--- src/cacr_pkg.sv ---
package cacr_pkg;
  // Register byte addresses
  localparam logic [7:0] A_SW = 8'h07;
  localparam logic [7:0] A_PB = 8'h08;
  localparam logic [7:0] A_LIM = 8'h09;
  localparam logic [7:0] A_MON = 8'h0a;
  // Reset values; undefined reset bits are taken as zero
  localparam logic [7:0] SW_RST = 8'hfc;
  localparam logic [5:0] PB_RST = 6'h18;
  localparam logic [6:0] LIM_RST = 7'h02;
  // Field positions
  localparam int SW_EN = 7;
  localparam int SW_CODE = 2;
  localparam int SW_QUAL = 0;
  localparam int PB_W1SEL = 5;
  localparam int PB_W2SEL = 4;
  localparam int PB_REC = 3;
  localparam int PB_RTIME = 1;
  localparam int PB_PINFN = 0;
  localparam int LIM_SRST = 7;
  localparam int LIM_ILIM = 3;
  localparam int MON_TRIG = 7;
  // Output, current and lockout figures
  localparam logic [11:0] SW_BASE_MV = 12'd800;
  localparam logic [11:0] SW_STEP_MV = 12'd100;
  localparam logic [4:0] SW_MAX_CODE = 5'd25;
  localparam logic [8:0] ILIM_BASE_MA = 9'd50;
  localparam logic [8:0] ILIM_STEP_MA = 9'd50;
  localparam logic [11:0] UVLO_3P0_MV = 12'd3000;
  localparam logic [11:0] UVLO_2P8_MV = 12'd2800;
  localparam logic [11:0] UVLO_2P6_MV = 12'd2600;
  localparam logic [11:0] UVLO_2P4_MV = 12'd2400;
  localparam logic [11:0] UVLO_2P2_MV = 12'd2200;
  // Push-button times in ms, nominal values of a 20 percent window
  localparam logic [15:0] W1_SHORT_MS = 16'd80;
  localparam logic [15:0] W1_LONG_MS = 16'd600;
  localparam logic [15:0] W2_SHORT_MS = 16'd1000;
  localparam logic [15:0] W2_LONG_MS = 16'd1500;
  localparam logic [15:0] RST0_MS = 16'd5000;
  localparam logic [15:0] RST1_MS = 16'd9000;
  localparam logic [15:0] RST2_MS = 16'd11000;
  localparam logic [15:0] RST3_MS = 16'd15000;
  // Clock and millisecond tick
  localparam int CLK_NS = 4;
  localparam int MS_NS = 1000000;
  localparam int MS_CYC = MS_NS / CLK_NS;
  // Battery monitor percent figures and codes
  localparam logic [6:0] RNG_BASE_PCT = 7'd60;
  localparam logic [6:0] RNG_STEP_PCT = 7'd10;
  localparam logic [6:0] TH_PCT1 = 7'd2;
  localparam logic [6:0] TH_PCT2 = 7'd4;
  localparam logic [6:0] TH_PCT3 = 7'd6;
  localparam logic [6:0] TH_PCT4 = 7'd8;
  localparam logic [1:0] RNG_TOP = 2'h3;
  localparam logic [2:0] TH_NONE = 3'h0;
  localparam logic [2:0] TH_C0 = 3'h1;
  localparam logic [2:0] TH_C2 = 3'h2;
  localparam logic [2:0] TH_C4 = 3'h3;
  localparam logic [2:0] TH_C6 = 3'h6;
  localparam logic [2:0] TH_C8 = 3'h7;
  // Pin idle levels {vin, button_n, ctrl, pg_n, sda, scl}
  localparam logic [5:0] PIN_IDLE = 6'h17;
  // Bus address; value is arbitrary
  localparam logic [6:0] DEV_ADDR = 7'h2a;
endpackage : cacr_pkg

--- src/cacr_mon_if.sv ---
// Carries the monitor request and its result
interface cacr_mon_if;
  logic start; // One-cycle request for a new reading
  logic clear; // Software reset of the result
  logic [6:0] batt_pct; // Battery as percent of regulation
  logic [1:0] range; // Result range code
  logic [2:0] thresh; // Result threshold code
  modport ctrl(output start, clear, batt_pct, input range, thresh);
  modport mon(input start, clear, batt_pct, output range, thresh);
endinterface : cacr_mon_if

--- src/cacr_monitor.sv ---
// Range search of the voltage based battery monitor
module cacr_monitor (
  input wire logic clk_i,
  input wire logic rst_i,
  cacr_mon_if.mon mon
);
  typedef enum logic {M_IDLE = 1'b0, M_SRCH = 1'b1} cacr_mst_t;

  cacr_mst_t st_q; // Search state
  logic [1:0] try_q; // Range under test
  logic [1:0] rng_q; // Stored range result
  logic [2:0] th_q; // Stored threshold result
  logic [2:0] th_now; // Threshold code of the range under test

  // Threshold code of a reading within one range
  function automatic logic [2:0] th_code(input logic [6:0] pct, input logic [1:0] rng);
    logic [6:0] lo;
    logic [6:0] d;
    lo = 7'(cacr_pkg::RNG_BASE_PCT + cacr_pkg::RNG_STEP_PCT * 7'(rng));
    d = pct - lo;
    if (pct <= lo) return cacr_pkg::TH_NONE;
    if (d > cacr_pkg::TH_PCT4) return cacr_pkg::TH_C8;
    if (d > cacr_pkg::TH_PCT3) return cacr_pkg::TH_C6;
    if (d > cacr_pkg::TH_PCT2) return cacr_pkg::TH_C4;
    if (d > cacr_pkg::TH_PCT1) return cacr_pkg::TH_C2;
    return cacr_pkg::TH_C0;
  endfunction : th_code

  assign th_now = th_code(mon.batt_pct, try_q);
  assign mon.range = rng_q;
  assign mon.thresh = th_q;

  // One range per cycle; a new request restarts the search
  always_ff @(posedge clk_i) begin
    if (rst_i || mon.clear) begin
      st_q <= M_IDLE;
      try_q <= 2'h0;
      rng_q <= 2'h0;
      th_q <= 3'h0;
    end else if (mon.start) begin
      st_q <= M_SRCH;
      try_q <= cacr_pkg::RNG_TOP;
    end else begin
      case (st_q)
        M_SRCH: begin
          if (th_now != cacr_pkg::TH_NONE) begin
            st_q <= M_IDLE;
            rng_q <= try_q;
            th_q <= th_now;
          end else if (try_q == 2'h0) begin
            st_q <= M_IDLE;
            rng_q <= 2'h0;
            th_q <= cacr_pkg::TH_NONE;
          end else begin
            try_q <= try_q - 2'h1;
          end
        end
        default: st_q <= M_IDLE;
      endcase
    end
  end
endmodule : cacr_monitor

--- src/cacr_top.sv ---
// Auxiliary control registers reached over the I2C pins
module cacr_top #(
  parameter logic [6:0] DEV_ADDR = cacr_pkg::DEV_ADDR,
  parameter int MS_CYC = cacr_pkg::MS_CYC
) (
  input wire logic clk_i,
  input wire logic rst_i,
  input wire logic scl_i,
  input wire logic sda_i,
  output logic sda_o,
  output logic sda_oe_o,
  input wire logic switch_control_pin_i,
  input wire logic pushbutton_input_n_i,
  input wire logic vin_valid_i,
  input wire logic power_good_n_i,
  input wire logic low_power_req_i,
  input wire logic [6:0] batt_pct_i,
  output logic switch_enable_o,
  output logic [4:0] switch_output_code_o,
  output logic switch_pass_through_o,
  output logic [11:0] switch_target_mv_o,
  output logic [8:0] input_current_ma_o,
  output logic [11:0] battery_lockout_mv_o,
  output logic shared_pin_o,
  output logic pb_reset_o,
  output logic ship_mode_o,
  output logic hiz_mode_o
);
  // Bus states, Gray coded along the usual path
  typedef enum logic [2:0] {
    ST_IDLE = 3'h0,
    ST_ADDR = 3'h1,
    ST_AACK = 3'h3,
    ST_WR = 3'h2,
    ST_WACK = 3'h6,
    ST_RD = 3'h7,
    ST_RACK = 3'h5
  } cacr_i2c_t;

  localparam int TW = $clog2(MS_CYC + 1);

  // Pin synchroniser chain and filtered levels
  logic [5:0] raw;
  logic [5:0] s1_q;
  logic [5:0] s2_q;
  logic [5:0] s3_q;
  logic [5:0] pin_q;
  logic [1:0] prev_q; // Last filtered {sda, scl}

  logic scl;
  logic sda;
  logic pb_n;
  logic ctrl;
  logic vin_ok;
  logic scl_rise;
  logic scl_fall;
  logic start;
  logic stop;

  // Bus engine state
  cacr_i2c_t st_q;
  logic [3:0] cnt_q; // Bit count within a byte
  logic [7:0] sh_q; // Receive shifter
  logic [7:0] tx_q; // Transmit shifter
  logic [7:0] ptr_q; // Register pointer
  logic rw_q; // Read when set
  logic first_q; // Next written byte is the pointer
  logic ack_q; // Host acknowledged the last byte
  logic oe_q; // Pulls SDA low when set
  logic wr_stb_q; // One-cycle register write
  logic [7:0] wr_addr_q;
  logic [7:0] wr_dat_q;
  logic rd_clr_q; // Button register has been read
  logic [7:0] rd_data;

  // Register contents
  logic [7:0] sw_q; // Switch control, bit 1 unused
  logic [5:0] pb_q; // Button control bits 7 to 2
  logic [6:0] lim_q; // Current limit and lockout bits 6 to 0
  logic w1_q; // First wake status
  logic w2_q; // Second wake status
  logic srst; // Software reset strobe
  logic mon_start_q;

  // Button timing
  logic [TW-1:0] tick_q;
  logic tick;
  logic [15:0] hold_q; // Whole ms held
  logic fired_q; // Reset already sent this press
  logic w1_hit;
  logic w2_hit;
  logic rst_hit;
  logic [15:0] w1_ms;
  logic [15:0] w2_ms;
  logic [15:0] rst_ms;

  cacr_mon_if mon_if();

  cacr_monitor u_mon (
    .clk_i(clk_i),
    .rst_i(rst_i),
    .mon(mon_if.mon)
  );

  // Switch output level in mV
  function automatic logic [11:0] sw_mv(input logic [4:0] code);
    return 12'(cacr_pkg::SW_BASE_MV + cacr_pkg::SW_STEP_MV * 12'(code));
  endfunction : sw_mv

  // Lockout level in mV, zero for reserved codes
  function automatic logic [11:0] uvlo_mv(input logic [2:0] code);
    case (code)
      3'h2: return cacr_pkg::UVLO_3P0_MV;
      3'h3: return cacr_pkg::UVLO_2P8_MV;
      3'h4: return cacr_pkg::UVLO_2P6_MV;
      3'h5: return cacr_pkg::UVLO_2P4_MV;
      3'h6: return cacr_pkg::UVLO_2P2_MV;
      3'h7: return cacr_pkg::UVLO_2P2_MV;
      default: return 12'h000;
    endcase
  endfunction : uvlo_mv

  assign raw = {vin_valid_i, pushbutton_input_n_i, switch_control_pin_i,
                power_good_n_i, sda_i, scl_i};

  // Three stages; a level counts once stages two and three agree
  always_ff @(posedge clk_i) begin
    if (rst_i) begin
      s1_q <= cacr_pkg::PIN_IDLE;
      s2_q <= cacr_pkg::PIN_IDLE;
      s3_q <= cacr_pkg::PIN_IDLE;
      pin_q <= cacr_pkg::PIN_IDLE;
      prev_q <= 2'h3;
    end else begin
      s1_q <= raw;
      s2_q <= s1_q;
      s3_q <= s2_q;
      pin_q <= (~(s2_q ^ s3_q) & s3_q) | ((s2_q ^ s3_q) & pin_q);
      prev_q <= pin_q[1:0];
    end
  end

  assign scl = pin_q[0];
  assign sda = pin_q[1];
  assign ctrl = pin_q[3];
  assign pb_n = pin_q[4];
  assign vin_ok = pin_q[5];
  assign scl_rise = scl & ~prev_q[0];
  assign scl_fall = ~scl & prev_q[0];
  // Start and stop are SDA edges while SCL stays high
  assign start = scl & prev_q[0] & prev_q[1] & ~sda;
  assign stop = scl & prev_q[0] & ~prev_q[1] & sda;

  // Read view; trigger and software reset read as zero
  always_comb begin
    case (ptr_q)
      cacr_pkg::A_SW: rd_data = {sw_q[7:2], 1'b0, sw_q[0]};
      cacr_pkg::A_PB: rd_data = {pb_q, w1_q, w2_q};
      cacr_pkg::A_LIM: rd_data = {1'b0, lim_q};
      cacr_pkg::A_MON: rd_data = {1'b0, mon_if.range, mon_if.thresh, 2'h0};
      default: rd_data = 8'h00; // Unmapped reads as zero
    endcase
  end

  // Bus engine: acts on filtered SCL edges, starts and stops only
  always_ff @(posedge clk_i) begin
    if (rst_i) begin
      st_q <= ST_IDLE;
      cnt_q <= 4'h0;
      sh_q <= 8'h00;
      tx_q <= 8'h00;
      ptr_q <= 8'h00;
      rw_q <= 1'b0;
      first_q <= 1'b0;
      ack_q <= 1'b0;
      oe_q <= 1'b0;
      wr_stb_q <= 1'b0;
      wr_addr_q <= 8'h00;
      wr_dat_q <= 8'h00;
      rd_clr_q <= 1'b0;
    end else begin
      wr_stb_q <= 1'b0;
      rd_clr_q <= 1'b0;
      if (start) begin
        // Repeated start is taken in any state
        st_q <= ST_ADDR;
        cnt_q <= 4'h0;
        oe_q <= 1'b0;
      end else if (stop) begin
        st_q <= ST_IDLE;
        oe_q <= 1'b0;
      end else begin
        case (st_q)
          ST_IDLE: oe_q <= 1'b0;
          ST_ADDR: begin
            if (scl_rise) begin
              sh_q <= {sh_q[6:0], sda};
              cnt_q <= cnt_q + 4'h1;
            end else if (scl_fall && cnt_q == 4'h8) begin
              if (sh_q[7:1] == DEV_ADDR) begin
                st_q <= ST_AACK;
                oe_q <= 1'b1;
                rw_q <= sh_q[0];
                first_q <= 1'b1;
              end else begin
                st_q <= ST_IDLE; // Other address: stay off the bus
              end
            end
          end
          ST_AACK: begin
            if (scl_fall) begin
              cnt_q <= 4'h0;
              if (rw_q) begin
                st_q <= ST_RD;
                tx_q <= rd_data;
                oe_q <= ~rd_data[7];
                ptr_q <= ptr_q + 8'h01;
                rd_clr_q <= (ptr_q == cacr_pkg::A_PB);
              end else begin
                st_q <= ST_WR;
                oe_q <= 1'b0;
              end
            end
          end
          ST_WR: begin
            if (scl_rise) begin
              sh_q <= {sh_q[6:0], sda};
              cnt_q <= cnt_q + 4'h1;
            end else if (scl_fall && cnt_q == 4'h8) begin
              st_q <= ST_WACK;
              oe_q <= 1'b1;
              first_q <= 1'b0;
              if (first_q) begin
                ptr_q <= sh_q;
              end else begin
                wr_stb_q <= 1'b1;
                wr_addr_q <= ptr_q;
                wr_dat_q <= sh_q;
                ptr_q <= ptr_q + 8'h01;
              end
            end
          end
          ST_WACK: begin
            if (scl_fall) begin
              st_q <= ST_WR;
              oe_q <= 1'b0;
              cnt_q <= 4'h0;
            end
          end
          ST_RD: begin
            if (scl_fall) begin
              if (cnt_q == 4'h7) begin
                st_q <= ST_RACK;
                oe_q <= 1'b0;
              end else begin
                oe_q <= ~tx_q[6];
                tx_q <= {tx_q[6:0], 1'b0};
                cnt_q <= cnt_q + 4'h1;
              end
            end
          end
          ST_RACK: begin
            if (scl_rise) begin
              ack_q <= ~sda;
            end else if (scl_fall) begin
              cnt_q <= 4'h0;
              if (ack_q) begin
                st_q <= ST_RD;
                tx_q <= rd_data;
                oe_q <= ~rd_data[7];
                ptr_q <= ptr_q + 8'h01;
                rd_clr_q <= (ptr_q == cacr_pkg::A_PB);
              end else begin
                st_q <= ST_IDLE; // Host ended the read
              end
            end
          end
          default: st_q <= ST_IDLE;
        endcase
      end
    end
  end

  assign srst = wr_stb_q && wr_addr_q == cacr_pkg::A_LIM && wr_dat_q[cacr_pkg::LIM_SRST];

  // Switch control register
  always_ff @(posedge clk_i) begin
    if (rst_i || srst) begin
      sw_q <= cacr_pkg::SW_RST;
    end else if (wr_stb_q && wr_addr_q == cacr_pkg::A_SW) begin
      sw_q[cacr_pkg::SW_EN] <= wr_dat_q[cacr_pkg::SW_EN];
      sw_q[cacr_pkg::SW_QUAL] <= wr_dat_q[cacr_pkg::SW_QUAL];
      // Code is dropped unless both the bit and the pin hold it off
      if (!sw_q[cacr_pkg::SW_EN] && !ctrl) begin
        sw_q[cacr_pkg::SW_CODE +: 5] <= wr_dat_q[cacr_pkg::SW_CODE +: 5];
      end
    end
  end

  // Button control and limit registers
  always_ff @(posedge clk_i) begin
    if (rst_i || srst) begin
      pb_q <= cacr_pkg::PB_RST;
      lim_q <= cacr_pkg::LIM_RST;
    end else if (wr_stb_q) begin
      if (wr_addr_q == cacr_pkg::A_PB) begin
        pb_q <= wr_dat_q[7:2];
      end
      if (wr_addr_q == cacr_pkg::A_LIM) begin
        lim_q <= wr_dat_q[6:0];
      end
    end
  end

  // Wake status: a new event wins over a read clear
  always_ff @(posedge clk_i) begin
    if (rst_i) begin
      w1_q <= 1'b0;
      w2_q <= 1'b0;
    end else begin
      w1_q <= w1_hit | (w1_q & ~rd_clr_q & ~srst);
      w2_q <= w2_hit | (w2_q & ~rd_clr_q & ~srst);
    end
  end

  // Thresholds picked by the select fields
  assign w1_ms = pb_q[cacr_pkg::PB_W1SEL] ? cacr_pkg::W1_LONG_MS : cacr_pkg::W1_SHORT_MS;
  assign w2_ms = pb_q[cacr_pkg::PB_W2SEL] ? cacr_pkg::W2_LONG_MS : cacr_pkg::W2_SHORT_MS;
  always_comb begin
    case (pb_q[cacr_pkg::PB_RTIME +: 2])
      2'h0: rst_ms = cacr_pkg::RST0_MS;
      2'h1: rst_ms = cacr_pkg::RST1_MS;
      2'h2: rst_ms = cacr_pkg::RST2_MS;
      default: rst_ms = cacr_pkg::RST3_MS;
    endcase
  end

  // Millisecond tick, restarted on every press
  always_ff @(posedge clk_i) begin
    if (rst_i || pb_n) begin
      tick_q <= '0;
    end else if (tick) begin
      tick_q <= '0;
    end else begin
      tick_q <= tick_q + 1'b1;
    end
  end

  assign tick = ~pb_n && tick_q == TW'(MS_CYC - 1);

  // Hold time; saturates so a stuck button cannot wrap
  always_ff @(posedge clk_i) begin
    if (rst_i || pb_n) begin
      hold_q <= 16'h0000;
      fired_q <= 1'b0;
    end else begin
      if (tick && hold_q != 16'hffff) begin
        hold_q <= hold_q + 16'h0001;
      end
      if (rst_hit) begin
        fired_q <= 1'b1;
      end
    end
  end

  // Each crossing is seen once per press
  assign w1_hit = tick && hold_q == w1_ms;
  assign w2_hit = tick && hold_q == w2_ms;
  // Qualified reset may fire late, once the input becomes valid
  assign rst_hit = ~pb_n && !fired_q && hold_q >= rst_ms &&
                   (!sw_q[cacr_pkg::SW_QUAL] || vin_ok);

  // Monitor runs on trigger writes, before low-power entry and on button resets
  always_ff @(posedge clk_i) begin
    if (rst_i) begin
      mon_start_q <= 1'b0;
    end else begin
      mon_start_q <= (wr_stb_q && wr_addr_q == cacr_pkg::A_MON &&
                      wr_dat_q[cacr_pkg::MON_TRIG]) || low_power_req_i || rst_hit;
    end
  end

  assign mon_if.start = mon_start_q;
  assign mon_if.clear = srst;
  assign mon_if.batt_pct = batt_pct_i;

  // Registered outputs
  always_ff @(posedge clk_i) begin
    if (rst_i) begin
      sda_o <= 1'b0;
      sda_oe_o <= 1'b0;
      switch_enable_o <= 1'b0;
      switch_output_code_o <= 5'h00;
      switch_pass_through_o <= 1'b0;
      switch_target_mv_o <= 12'h000;
      input_current_ma_o <= 9'h000;
      battery_lockout_mv_o <= 12'h000;
      shared_pin_o <= 1'b1;
      pb_reset_o <= 1'b0;
      ship_mode_o <= 1'b0;
      hiz_mode_o <= 1'b0;
    end else begin
      sda_o <= 1'b0; // Open drain: only ever pulls low
      sda_oe_o <= oe_q;
      switch_enable_o <= sw_q[cacr_pkg::SW_EN] & ctrl;
      switch_output_code_o <= sw_q[cacr_pkg::SW_CODE +: 5];
      switch_pass_through_o <= sw_q[cacr_pkg::SW_CODE +: 5] > cacr_pkg::SW_MAX_CODE;
      switch_target_mv_o <= sw_mv(sw_q[cacr_pkg::SW_CODE +: 5]);
      input_current_ma_o <= 9'(cacr_pkg::ILIM_BASE_MA +
                               cacr_pkg::ILIM_STEP_MA * 9'(lim_q[cacr_pkg::LIM_ILIM +: 3]));
      battery_lockout_mv_o <= uvlo_mv(lim_q[2:0]);
      shared_pin_o <= pb_q[cacr_pkg::PB_PINFN] ? pb_n : pin_q[2];
      pb_reset_o <= rst_hit;
      ship_mode_o <= rst_hit & ~pb_q[cacr_pkg::PB_REC];
      hiz_mode_o <= rst_hit & pb_q[cacr_pkg::PB_REC];
    end
  end
endmodule : cacr_top

--- config.mk ---
export PLATFORM = sky130hd
export DESIGN_NAME = cacr_top
export DESIGN_NICKNAME = d
export VERILOG_FILES = /design/src/cacr_pkg.sv /design/src/cacr_mon_if.sv /design/src/cacr_monitor.sv /design/src/cacr_top.sv
export SDC_FILE = /design/constraint.sdc
export NUM_CORES = 1
export LEC_CHECK = 0
export BUFFER_PORTS_ARGS = -buffer_cell sky130_fd_sc_hd__buf_2
export CORE_AREA = 2 2 179 93
export CTS_BUF_LIST = sky130_fd_sc_hd__clkbuf_8
export CTS_CLUSTER_DIAMETER = 50
export DETAILED_ROUTE_END_ITERATION = 8
export DIE_AREA = 0 0 181 95
export HOLD_SLACK_MARGIN = 0.1
export PLACE_DENSITY = 0.78
export RECOVER_POWER = 100
export SKIP_CTS_REPAIR_TIMING = 1
export SYNTH_ARGS = -nofsm -noshare
export SYNTH_HDL_FRONTEND = slang
export SYNTH_SLANG_ARGS = --single-unit
--- constraint.sdc ---
create_clock -name clk_i -period 2.5 [get_ports clk_i]
set_input_delay 0.5 -clock clk_i [delete_from_list [all_inputs] [get_ports clk_i]]
set_output_delay 0.5 -clock clk_i [all_outputs]
set_load 0.005 [all_outputs]
==> results, run 1 <==
- In the synthesized netlist, the number of instances is 1009.
- Of all flip-flops after synthesis, the portion carrying an async set or reset was 0.
- After synthesis, the largest family of logic cells by area is simple AND/OR/NAND/NOR gates.
- Of the total power, registers draw 0.560.
- The global-route wire length before repair is 32.5 mm.
- Adding up every negative setup slack in the final design gives 0 ns.
- The H-tree was split into 4 levels.
- The most frequent standard cell in the layout excluding fill and tap cells is sky130_fd_sc_hd__dfxtp_1.
- Port buffering added 53 buffers.
- The smallest setup slack after layout is 0.0843 ns.
- The maximum fanout encountered on the critical timing path is 3.
- STA classifies the critical path endpoint as a flip-flop.
- The die is 181 um wide.
- The number of antenna violations at the first check in global routing was 0.
- The register bit total from synthesis is 178.
- The global-route usage over all layers is 0.237.
- The slew of the pin with the lowest slew margin is ~1.4 ns.
- The endpoint required time on the critical path is 2.84 ns.
- The total iterations of the first detailed-routing run is 5.
- The primary flip-flop cell chosen by synthesis mapping is sky130_fd_sc_hd__dfxtp_1.
- The number of synthesis warnings is 0.
- In the layout the commonest cells are 174 x sky130_fd_sc_hd__dfxtp_1, 121 x sky130_fd_sc_hd__nor2_1, 90 x sky130_fd_sc_hd__nand2_1, 58 x sky130_fd_sc_hd__a21oi_1, 48 x sky130_fd_sc_hd__ha_1.
- The final count of pins violating max slew is 0.
- The portion of synthesized area spent on multiplexers is 0.0367.
- The worst setup path is of the flip-flop to flip-flop kind.
- The average size of a mapped cell is around 8.7 um^2.
- The number of remaining DRC errors is 0.
- The static power due to leakage is 3.80 nW.
- Summing all placed instances gives a cell area of ~0.0093 mm^2.
- The worst-path cell with the longest stage delay is sky130_fd_sc_hd__fa_2.
- Clock skew on the completed layout was measured at ~0.017 ns.
- The share of total power dissipated in the clock network is 0.383.
- The number of buffers created by CTS is 17.
- Once layout is done, the placed cells without fillers occupy 0.00978 mm^2.
- The max capacitance violation total is 0.
- The startpoint kind of the worst setup timing path is a flip-flop.
- From bottom edge to top edge, the die measures 95 um.
- The clock drives approximately 180 sinks.
- At the end of the flow the core is filled with cells to 0.617.
- The wire length per cell is ~16 um.
- Wires add up to 20.1 mm.
- The detailed router's first-iteration violation count is 760.
- The tree is rooted in a sky130_fd_sc_hd__clkbuf_8.
- Row generation in the floorplan step produced 33 rows.
- The number of nets at the end of the flow is 1136.
- The run finished with clean final reports.
- The CTS tree is done.
- The signal on the critical path passes through ha_4 > ha_1 > ha_2 > inv_1 > fa_2 > nor2b_2 > o21ai_2 > and3_4 > o22ai_2 > xnor2_1 > nor2_1.
- The starting density of the core is 0.553.
- Setup violations remaining at the end of the flow were counted as 0.
- The final hold slack is 0.212 ns.
- In this run the cell area of the synthesized design comes to around 0.0088 mm^2.
- The time the worst path needs with I/O delays and setup is 2.42 ns.
- The proportion of layout cells with a drive suffix above 1 is 0.141.
- The count of final hold-check violations is 0.
- The normalized max-slew margin is 0.0395.
- The diode insertion count for antenna repair is 0.
- The synthesized-area fraction occupied by xor and xnor cells is 0.0510.
- Of the total power, the share spent switching nets is 0.255.
- For this run the aggregate overflow at the end of global routing stands at 0.
- The area fraction in compound gates after synthesis was 0.140.
- The sequential fraction of the synthesis area is 0.407.
- The share of total power dissipated in combinational logic is 0.057.
- The residual antenna-violating net count after detailed routing is 0.
- The later pin in the worst-skew pair is clocked with a latency of 0.47 ns.
- From synthesis to final layout, the design area changed by 11.5%.
- The arrival time of data at the critical path endpoint is 2.75 ns.
- The clock-pin transition on the worst setup and hold timing paths is roughly 0.090 ns.
- The via density per instance is roughly 5.5.
- The maximum achievable frequency is between 400 and 500 MHz.
- The count of boundary I/O pins is 62.
- The final route contains 7141 vias.
- Of the available clock period, the critical path in the final layout requires 0.966.
- The total area inside the core boundary comes to 0.0159 mm^2.
- The net switching power is 0.00132 W.
- The worst hold path belongs to the class primary input to flip-flop.
- The overall die area is 0.0172 mm^2.
- The minimum setup slack after placement is -0.171 ns.
- The number of synthesized flops with an enable pin is 0.
- Counting distinct cell types in the post-synthesis netlist gives 75.
- Of the total synthesized cell area, the portion taken by AND, OR, NAND and NOR gates is 0.233.
- The longest clock path from root to sink contains 2 buffers.
- The detailed-placement wirelength estimate is 14.5 mm.
- The internal power is 0.00384 W.
- At the end of routability-driven placement, the weighted congestion stood at 0.893.
- The delay contributed by the slowest stage of the critical path is roughly 0.4 ns.
- Entering global routing, the biggest net connects 51 pins.
- The power density relative to cell area is 527 mW/mm^2.
- IR analysis of the VDD net gives a maximum drop of 0.000342 V.
- The via count of the first global-routing pass is 6499.
- The post-synthesis share of cell area spent on full adders, half adders and majority gates is 0.0814.
cell families after synthesis:
logic type,Yosys count
multiplexers,32
AO/OA/AOI/OAI,189
flip-flops,178
AND/OR/NAND/NOR,400
other,1
buffers and inverters,102
adder cells (fa/ha/maj),56
XOR/XNOR,51
flip-flops by register name, summed over array words and instances (netlist names), 7 cells and up, named ones only:
| name | cells |
|---|---|
| battery_lockout_mv_o | 7 |
| hold_q | 16 |
| input_current_ma_o | 8 |
| lim_q | 7 |
| ptr_q | 8 |
| sh_q | 8 |
| sw_q | 7 |
| switch_target_mv_o | 7 |
| tick_q | 18 |
| tx_q | 7 |
| wr_addr_q | 8 |
| wr_dat_q | 8 |
cell usage after synthesis (4+ instances only):
cell | n | share of area
sky130_fd_sc_hd__a31oi_1 | 5 | 0.0036
sky130_fd_sc_hd__xnor2_1 | 21 | 0.021
sky130_fd_sc_hd__nand3b_1 | 11 | 0.0094
sky130_fd_sc_hd__o21ai_0 | 38 | 0.022
sky130_fd_sc_hd__xor2_1 | 30 | 0.030
sky130_fd_sc_hd__and2_1 | 4 | 0.0029
sky130_fd_sc_hd__and3b_1 | 4 | 0.0040
sky130_fd_sc_hd__nand2_1 | 89 | 0.038
sky130_fd_sc_hd__nor2_1 | 122 | 0.052
sky130_fd_sc_hd__nand2b_1 | 12 | 0.0086
sky130_fd_sc_hd__a211oi_1 | 8 | 0.0069
sky130_fd_sc_hd__mux2i_1 | 31 | 0.035
sky130_fd_sc_hd__nor2b_1 | 24 | 0.017
sky130_fd_sc_hd__o21ai_1 | 5 | 0.0029
sky130_fd_sc_hd__a222oi_1 | 5 | 0.0057
sky130_fd_sc_hd__nand3_1 | 36 | 0.021
sky130_fd_sc_hd__or2_2 | 16 | 0.011
sky130_fd_sc_hd__inv_1 | 43 | 0.018
sky130_fd_sc_hd__o21bai_1 | 8 | 0.0069
sky130_fd_sc_hd__nor4_1 | 7 | 0.0050
sky130_fd_sc_hd__dfxtp_1 | 178 | 0.41
sky130_fd_sc_hd__a21o_1 | 9 | 0.0077
sky130_fd_sc_hd__buf_4 | 13 | 0.011
sky130_fd_sc_hd__a21oi_1 | 61 | 0.035
sky130_fd_sc_hd__a22oi_1 | 8 | 0.0069
sky130_fd_sc_hd__ha_1 | 53 | 0.076
sky130_fd_sc_hd__or3_1 | 5 | 0.0036
sky130_fd_sc_hd__clkbuf_1 | 36 | 0.015
sky130_fd_sc_hd__buf_2 | 5 | 0.0029
sky130_fd_sc_hd__nor3b_1 | 5 | 0.0043
sky130_fd_sc_hd__and3_1 | 19 | 0.014
sky130_fd_sc_hd__nand4b_1 | 4 | 0.0040
sky130_fd_sc_hd__nor3_1 | 13 | 0.0074
sky130_fd_sc_hd__a22o_1 | 4 | 0.0040
sky130_fd_sc_hd__nand4_1 | 7 | 0.0050
sky130_fd_sc_hd__a221oi_1 | 7 | 0.0070
metrics by stage:
stage,std cells,total power [W]
floorplan,1016,0.00316
global placement,1255,0.00323
detailed placement,1255,0.00324
CTS,1287,0.00519
global route,1288,0.00535
finish,1288,0.00516
per-layer routing:
metal	part of all wire	GRT usage	vias to the layer above
li1	-	-	3577
met1	0.52	0.365	3303
met2	0.39	0.334	241
met3	0.077	0.0524	20
met4	0.0092	0.0522	0
met5	0	0	-
critical path, delay by kind of cell (launching register included):
family / cells / cell delay, ns
flops: 1 / 0.37
buf+inv: 1 / 0.07
compound gates: 2 / 0.23
xor+xnor: 1 / 0.13
fa+ha+maj: 4 / 1.11
simple gates: 3 / 0.39
power groups by stage:
stage          Combinational [W]  Sequential, W  Clock (W)
6_report                0.000292        0.00289    0.00198
2_1_floorplan           0.000210        0.00295          0
3_3_place_gp            0.000277        0.00295          0
4_1_cts                 0.000284        0.00289    0.00202
5_1_grt                 0.000329        0.00289    0.00213
3_5_place_dp            0.000283        0.00295          0
path summary, 6_finish.rpt:
| kind | from | to | slack, ns | cells after the start |
|---|---|---|---|---|
| setup / recovery | sw_q[3]$_SDFFE_PP1P_ | switch_target_mv_o[11]$_SDFF_PP0_ | 0.08 | 11 |
| hold / removal | scl_i | s1_q[0]$_SDFF_PP1_ | 0.21 | 2 |
| setup reg to reg | sw_q[3]$_SDFFE_PP1P_ | switch_target_mv_o[11]$_SDFF_PP0_ | 0.08 | 11 |
| hold reg to reg | s1_q[2]$_SDFF_PP1_ | s2_q[2]$_SDFF_PP1_ | 0.42 | 1 |
area by class of cell:
| cell class | count | area (um^2) |
|---|---|---|
| timing repair buffer | 89 | 492 |
| tap | 210 | 263 |
| clock buffer | 18 | 248 |
| clock inverter | 14 | 145 |
| multi-input combinational | 736 | 4900 |
| inverter | 43 | 161 |
| sequential | 178 | 3570 |
| fill | 1408 | 6080 |
Note: power is estimated with default switching activity, not from simulation.
==> run 2, diff against run 1 <==
==> constraint.sdc (replaced) <==
create_clock -name clk_i -period 2.5 [get_ports clk_i]
set_input_delay 0.5 -clock clk_i [delete_from_list [all_inputs] [get_ports clk_i]]
set_output_delay 0.5 -clock clk_i [all_outputs]
set_load 0.1 [all_outputs]
==> results, run 2 (synthesis gave the netlist of run 1 again) <==
- The detailed-placement wirelength estimate came to 14.5 mm (unchanged).
- The time the worst path needs with I/O delays and setup is 2.42 ns (+0.000694 ns).
- The origin of the worst min-delay path is scl_i.
- The latest clock arrival within the worst-skew pair is 0.47 ns (about the same).
- The max capacitance violation total was 0 (unchanged).
- The endpoint required time on the critical path is 2.84 ns (about the same).
- The worst-path cell with the longest stage delay is sky130_fd_sc_hd__fa_2.
- The worst hold endpoint is s1_q[0]$_SDFF_PP1_.
- The detailed router's first-iteration violation count is 768 (+1.1%).
- The final total negative setup slack came to 0 ns (unchanged).
- The number of antenna violations at the first check in global routing is 0 (unchanged).
- The worst register-to-register path begins at sw_q[3]$_SDFFE_PP1P_.
- The library cells used most frequently in the layout, excluding fill and tap cells, are 174 x sky130_fd_sc_hd__dfxtp_1, 121 x sky130_fd_sc_hd__nor2_1, 90 x sky130_fd_sc_hd__nand2_1, 58 x sky130_fd_sc_hd__a21oi_1, 48 x sky130_fd_sc_hd__ha_1.
- The count of boundary I/O pins is 62 (unchanged).
- The number of remaining DRC errors is 0 (unchanged).
- The final hold slack is 0.212 ns (+0.000339 ns).
- STA classifies the critical path startpoint as a flip-flop.
- The normalized max-slew margin was 0.0310 (-0.00851).
- The clock tree root driver cell is sky130_fd_sc_hd__clkbuf_8.
- The register name with the most flops is tick_q.
- The endpoint identified for the worst register-to-register timing path is switch_target_mv_o[11]$_SDFF_PP0_.
- The number of flip-flops under the largest register name came to 18 (unchanged).
- The starting density of the core came to 0.553 (unchanged).
- The worst-case clock skew is 0.0177 ns (+0.000158 ns).
- The residual antenna-violating net count after detailed routing is 0 (unchanged).
- The power density relative to cell area is 549 mW/mm^2 (+4.0%).
- The diode insertion count for antenna repair is 0 (unchanged).
- The share of the clock period used by the worst path after layout was 0.967 (about the same).
- The die boundary height is 95 um (unchanged).
- The via count of the first global-routing pass came to 6499 (unchanged).
- The count of final hold-check violations is 0 (unchanged).
- The slew of the pin with the lowest slew margin is 1.45 ns (+0.0128 ns).
- The total routed wirelength is 20.2 mm (+0.32%).
- The logic depth of the worst register-to-register path was 11 (unchanged).
- The register-to-register setup slack is 0.08 ns (about the same).
- The number of setup violations in the final report is 0 (unchanged).
- The peak supply drop is 0.000346 V (+1.2%).
- The total number of H-tree levels is 4 (unchanged).
- The total iterations of the first detailed-routing run was 8 (+3).
- The kind of critical path is flip-flop to flip-flop.
- The CTS tree is done.
- The global-route usage over all layers is 0.237 (unchanged).
- The critical path goes through ha_4 > ha_1 > ha_2 > inv_1 > fa_2 > nor2b_2 > o21ai_2 > and3_4 > o22ai_2 > xnor2_1 > nor2_1.
- The largest net degree at the start of global routing is 51 (unchanged).
- The maximum achievable frequency is 414 MHz (about the same).
- The wire length per cell was 15.6 um (+0.32%).
- The total number of clock tree sinks is 178 (unchanged).
- The proportion of layout cells with a drive suffix above 1 is 0.123 (-0.0176).
- The area growth from synthesis to layout is 11.2%.
- The placeable core area was 0.0159 mm^2 (unchanged).
- The arrival time of data at the critical path endpoint is 2.75 ns (about the same).
- The type of the tightest min-delay check is primary input to flip-flop.
- The floorplan row count was 33 (unchanged).
- The worst setup path is captured at a flip-flop.
- The flow ran to the end, and the final reports show no timing, DRC or antenna violations.
- Leaving out fill and tap cells, the most frequent cell in the layout is sky130_fd_sc_hd__dfxtp_1.
- The number of vias in the routed layout is 7160 (+0.27%).
- The number of nets at the end of the flow came to 1136 (unchanged).
- The global-route wire length before repair is 32.5 mm (unchanged).
- The clock-pin transition on the worst setup and hold timing paths is 0.10 ns (about the same).
- The delay contributed by the slowest stage of the critical path is 0.40 ns (about the same).
- The maximum fanout encountered on the critical timing path is 3 (unchanged).
- The worst-case clock buffer depth was 2 (unchanged).
- The via density per instance was 5.56 (+0.27%).
- The remaining global-route overflow is 0 (unchanged).
- The static power due to leakage is 3.73 nW (-1.7%).
- The final count of pins violating max slew came to 0 (unchanged).
- The overall die area is 0.0172 mm^2 (unchanged).
- The number of buffers created by CTS was 17 (unchanged).
- The number of buffer cells added on primary ports is 53 (unchanged).
- The weighted congestion at the end of routability-driven global placement is 0.893 (unchanged).
- The number of placed cells counting well taps is 1255 (unchanged).
- The width of the die is 181 um (unchanged).
- The depth of the worst hold-timing path is 2 (unchanged).
- The largest registers in the layout are tick_q (18), hold_q (16).
- The count of non-filler cells in the finished layout came to 1288 (unchanged).
[run 2: changes by cell type in the layout (fill, tap and decap cells not counted), sizes merged]
cell    before  now
buf         64   45
clkbuf      43   62
[run 2: area by class of cell]
type	instances	area, um^2
Timing Repair Buffer	89	468
Fill cell	1415	6100
Clock inverter	14	145
Clock buffer	18	248
Multi-Input combinational cell	736	4900
Inverter	43	161
Sequential cell	178	3570
Tap cell	210	263
[run 2: worst max path at each step]
stage / to / depth (start not counted) / startpoint
final: switch_target_mv_o[11]$_SDFF_PP0_ / 11 / sw_q[3]$_SDFFE_PP1P_
after global routing: switch_target_mv_o[11]$_SDFF_PP0_ / 11 / sw_q[6]$_SDFFE_PP1P_
after CTS: mon_if.start$_SDFF_PP0_ / 10 / pb_q[1]$_SDFFE_PP0P_
after detailed placement: hiz_mode_o$_SDFF_PP0_ / 10 / pb_q[1]$_SDFFE_PP0P_
after global placement: mon_if.start$_SDFF_PP0_ / 10 / pb_q[1]$_SDFFE_PP0P_
after floorplan: mon_if.start$_SDFF_PP0_ / 10 / pb_q[1]$_SDFFE_PP0P_
[run 2: critical path: cells and delay by family (launching register included)]
family	cells	cell delay [ns]
compound gates	2	0.23
xor+xnor	1	0.13
fa+ha+maj	4	1.11
buf+inv	1	0.07
flops	1	0.37
simple gates	3	0.39
[run 2: per-layer routing]
layer / wire length (um) / GRT usage / vias to the layer above / part of all wire
met1: 10500 / 0.365 / 3315 / 0.52
li1: - / - / 3578 / -
met3: 1550 / 0.0524 / 20 / 0.077
met5: 0 / 0 / - / 0
met4: 182 / 0.0522 / 0 / 0.0090
met2: 7890 / 0.334 / 247 / 0.39
[run 2: report_power, final]
group,leakage (nW),internal (W),switching (W),total (W)
clock network,0.202,0.000851,0.00112,0.00198
logic,2.09,0.000117,0.000371,0.000488
registers,1.45,0.00287,0.0000186,0.00289
total,3.73,0.00384,0.00151,0.00535
[run 2: stage by stage]
| step | setup slack, ns | utilization | total power (W) | area [um^2] |
|---|---|---|---|---|
| floorplan | 0.0655 | - | 0.00336 | 8790 |
| global placement | -0.0163 | 0.586 | 0.00343 | 9290 |
| detailed placement | -0.171 | 0.586 | 0.00343 | 9290 |
| CTS | -0.194 | 0.611 | 0.00539 | 9690 |
| global route | -0.0319 | 0.615 | 0.00555 | 9750 |
| finish | 0.0836 | 0.615 | 0.00535 | 9750 |
==> run 3, diff against run 2 <==
--- a/config.mk
+++ b/config.mk
@@ -6,13 +6,13 @@
 export NUM_CORES = 1
 export LEC_CHECK = 0
 export BUFFER_PORTS_ARGS = -buffer_cell sky130_fd_sc_hd__buf_2
-export CORE_AREA = 2 2 179 93
+export CORE_AREA = 2 2 122 136
 export CTS_BUF_LIST = sky130_fd_sc_hd__clkbuf_8
 export CTS_CLUSTER_DIAMETER = 50
 export DETAILED_ROUTE_END_ITERATION = 8
-export DIE_AREA = 0 0 181 95
+export DIE_AREA = 0 0 124 138
 export HOLD_SLACK_MARGIN = 0.1
-export PLACE_DENSITY = 0.78
+export PLACE_DENSITY = 0.73
 export RECOVER_POWER = 100
 export SKIP_CTS_REPAIR_TIMING = 1
 export SYNTH_ARGS = -nofsm -noshare
==> results, run 3 (synthesis gave the netlist of run 1 again) <==
- The normalized max-slew margin is 0.558 (+0.527).
- The kind of critical path is flip-flop to flip-flop.
- The global-route met1 utilization is 0.291 (-0.0739).
- The maximum fanout encountered on the critical timing path is 3 (unchanged).
- The count of boundary I/O pins is 62 (unchanged).
- The count of non-filler cells in the finished layout was 1283 (-0.39%).
- The total number of H-tree levels came to 4 (unchanged).
- The path class of the tightest hold or removal check is primary input to flip-flop.
- The cell seen most often among critical-path stages is sky130_fd_sc_hd__inv_1.
- The peak supply drop is 0.000415 V (+20%).
- The slew of the pin with the lowest slew margin came to 0.661 ns (-0.793 ns).
- The via count of the first global-routing pass came to 6341 (-2.4%).
- The total cell area at the placement stage came to 0.00930 mm^2 (about the same).
- The delay contributed by the slowest stage of the critical path is 0.59 ns (+0.19 ns).
- The number of flip-flops under the largest register name is 18 (unchanged).
- The weighted congestion at the end of routability-driven global placement is 0.869 (-2.6%).
- The met2 usage is 0.341 (+0.00701).
- The power density relative to cell area came to 570 mW/mm^2 (+3.9%).
- The share of the clock period used by the worst path after layout is 0.968 (+0.00164).
- The remaining global-route overflow is 0 (unchanged).
- The number of setup violations in the final report is 0 (unchanged).
- The detailed router's first-iteration violation count is 436 (-43%).
- The number of vias in the routed layout is 7073 (-1.2%).
- The run finished with clean final reports.
- The largest registers in the layout are tick_q (18), hold_q (16).
- The number of buffer cells added on primary ports was 53 (unchanged).
- The largest net degree at the start of global routing is 32 (-37%).
- The total iterations of the first detailed-routing run is 7 (-1).
- The met3 demand-to-capacity share in global routing is 0.0545 (+0.00201).
- The overall die area is 0.0171 mm^2 (-0.48%).
- The floorplan row count is 49 (+48%).
- The wire length per cell is 13.9 um (-11%).
- The maximum achievable frequency is 413 MHz (-0.17%).
- The residual antenna-violating net count after detailed routing is 0 (unchanged).
- STA classifies the critical path startpoint as a flip-flop.
- The cell area after layout was 0.00982 mm^2 (+0.67%).
- The register name with the most flops is tick_q.
- The worst-case clock buffer depth is 2 (unchanged).
- Walking the worst path, the cells encountered are inv_1 > ha_1 > ha_1 > inv_1 > fa_2 > inv_1 > a21oi_2 > inv_1 > o22ai_1 > xnor2_1 > nor2_1.
- The total design power is 0.00559 W (+4.6%).
- The proportion of layout cells with a drive suffix above 1 was 0.157 (+0.0332).
- The combined buffer and inverter count along the critical path is 4 (+3).
- The endpoint required time on the critical path is 2.86 ns (+0.02 ns).
- Setup repair after global routing could not meet its margin everywhere.
- The clock tree root driver cell is sky130_fd_sc_hd__clkbuf_8.
- The arrival time of data at the critical path endpoint is 2.78 ns (+0.03 ns).
- The library cell used most frequently in the layout, excluding fill and tap cells, is sky130_fd_sc_hd__dfxtp_1.
- The clock-pin transition on the worst setup and hold timing paths is 0.10 ns (about the same).
- The top cell types in the final layout, fill and taps aside, are 175 x sky130_fd_sc_hd__dfxtp_1, 122 x sky130_fd_sc_hd__nor2_1, 89 x sky130_fd_sc_hd__nand2_1, 59 x sky130_fd_sc_hd__a21oi_1, 52 x sky130_fd_sc_hd__buf_2.
- The worst-path cell with the longest stage delay is sky130_fd_sc_hd__fa_2.
- The placeable core area was 0.0159 mm^2 (+0.54%).
- The die boundary height came to 138 um (+45%).
- The width of the die is 124 um (-31%).
- The number of antenna violations at the first check in global routing is 0 (unchanged).
- The number of buffers created by CTS was 17 (unchanged).
- The count of fill cells added during filler insertion is 1417 (+0.14%).
- The area growth from synthesis to final layout is 12.0%.
- The worst-case clock skew came to 0.0137 ns (-0.00397 ns).
- The number of nets at the end of the flow is 1137 (+0.088%).
- In this design, the largest share of critical-path delay is due to adder cells.
- The total number of clock tree sinks is 178 (unchanged).
- TritonCTS built the clock tree.
- The starting density of the core is 0.550 (-0.00295).
- The count of final hold-check violations is 0 (unchanged).
- The final count of pins violating max slew is 0 (unchanged).
- The latest clock arrival within the worst-skew pair is 0.47 ns (about the same).
- The time the worst path needs with I/O delays and setup was 2.42 ns (+0.00411 ns).
- The total routed wirelength is 17.9 mm (-11%).
- The number of placed cells counting well taps is 1251 (-0.32%).
- The number of remaining DRC errors is 0 (unchanged).
- The via density per instance came to 5.51 (-0.83%).
- The global-route wire length before repair is 30.2 mm (-7.3%).
- The detailed-placement wirelength estimate is 12.8 mm (-12%).
- The static power due to leakage is 3.90 nW (+4.3%).
- The layer flagged by global routing as most heavily used is met2.
- The global-route usage over all layers was 0.219 (-0.0186).
- The final hold slack is 0.209 ns (-0.00337 ns).
- STA classifies the critical path endpoint as a flip-flop.
- The max capacitance violation total is 0 (unchanged).
- The diode insertion count for antenna repair is 0 (unchanged).
-- run 3: final cells by class --
cell class / instances / area, um^2 / share of cell area
clock buffers: 17 / 234 / 0.0238
clock inverters: 15 / 218 / 0.0222
inverters: 43 / 161 / 0.0164
multi-input cells: 736 / 4840 / 0.493
flip-flops and latches: 178 / 3570 / 0.363
well taps: 204 / 255 / 0.0260
repair buffers: 90 / 546 / 0.0556
-- run 3: worst paths after layout --
path | startpoint | endpoint | slack (ns) | cells past startpoint
worst max-delay path | sw_q[3]$_SDFFE_PP1P_ | switch_target_mv_o[11]$_SDFF_PP0_ | 0.08 | 11
worst min-delay path | pushbutton_input_n_i | s1_q[4]$_SDFF_PP1_ | 0.21 | 2
worst max register to register | sw_q[3]$_SDFFE_PP1P_ | switch_target_mv_o[11]$_SDFF_PP0_ | 0.08 | 11
worst min register to register | s1_q[1]$_SDFF_PP1_ | s2_q[1]$_SDFF_PP1_ | 0.41 | 1
-- run 3: report_power, final --
group | switching, W | leakage, nW | total (W) | internal (W)
sequential | 0.0000180 | 1.45 | 0.00289 | 0.00287
clock | 0.00110 | 0.218 | 0.00221 | 0.00112
combinational | 0.000365 | 2.23 | 0.000493 | 0.000128
-- run 3: per-layer routing --
metal / up-vias / wire, um / share of wire
met5: - / 0 / 0
met3: 29 / 759 / 0.043
li1: 3586 / - / -
met1: 3299 / 8360 / 0.47
met2: 159 / 8310 / 0.47
met4: 0 / 418 / 0.023
-- run 3: metrics by stage --
stage | setup TNS (ns) | setup slack [ns] | util
2_1_floorplan | 0 | 0.0655 | -
3_3_place_gp | -0.0647 | -0.0358 | 0.584
3_5_place_dp | -0.370 | -0.138 | 0.584
4_1_cts | -0.556 | -0.187 | 0.612
5_1_grt | -0.108 | -0.0415 | 0.616
6_report | 0 | 0.0795 | 0.616
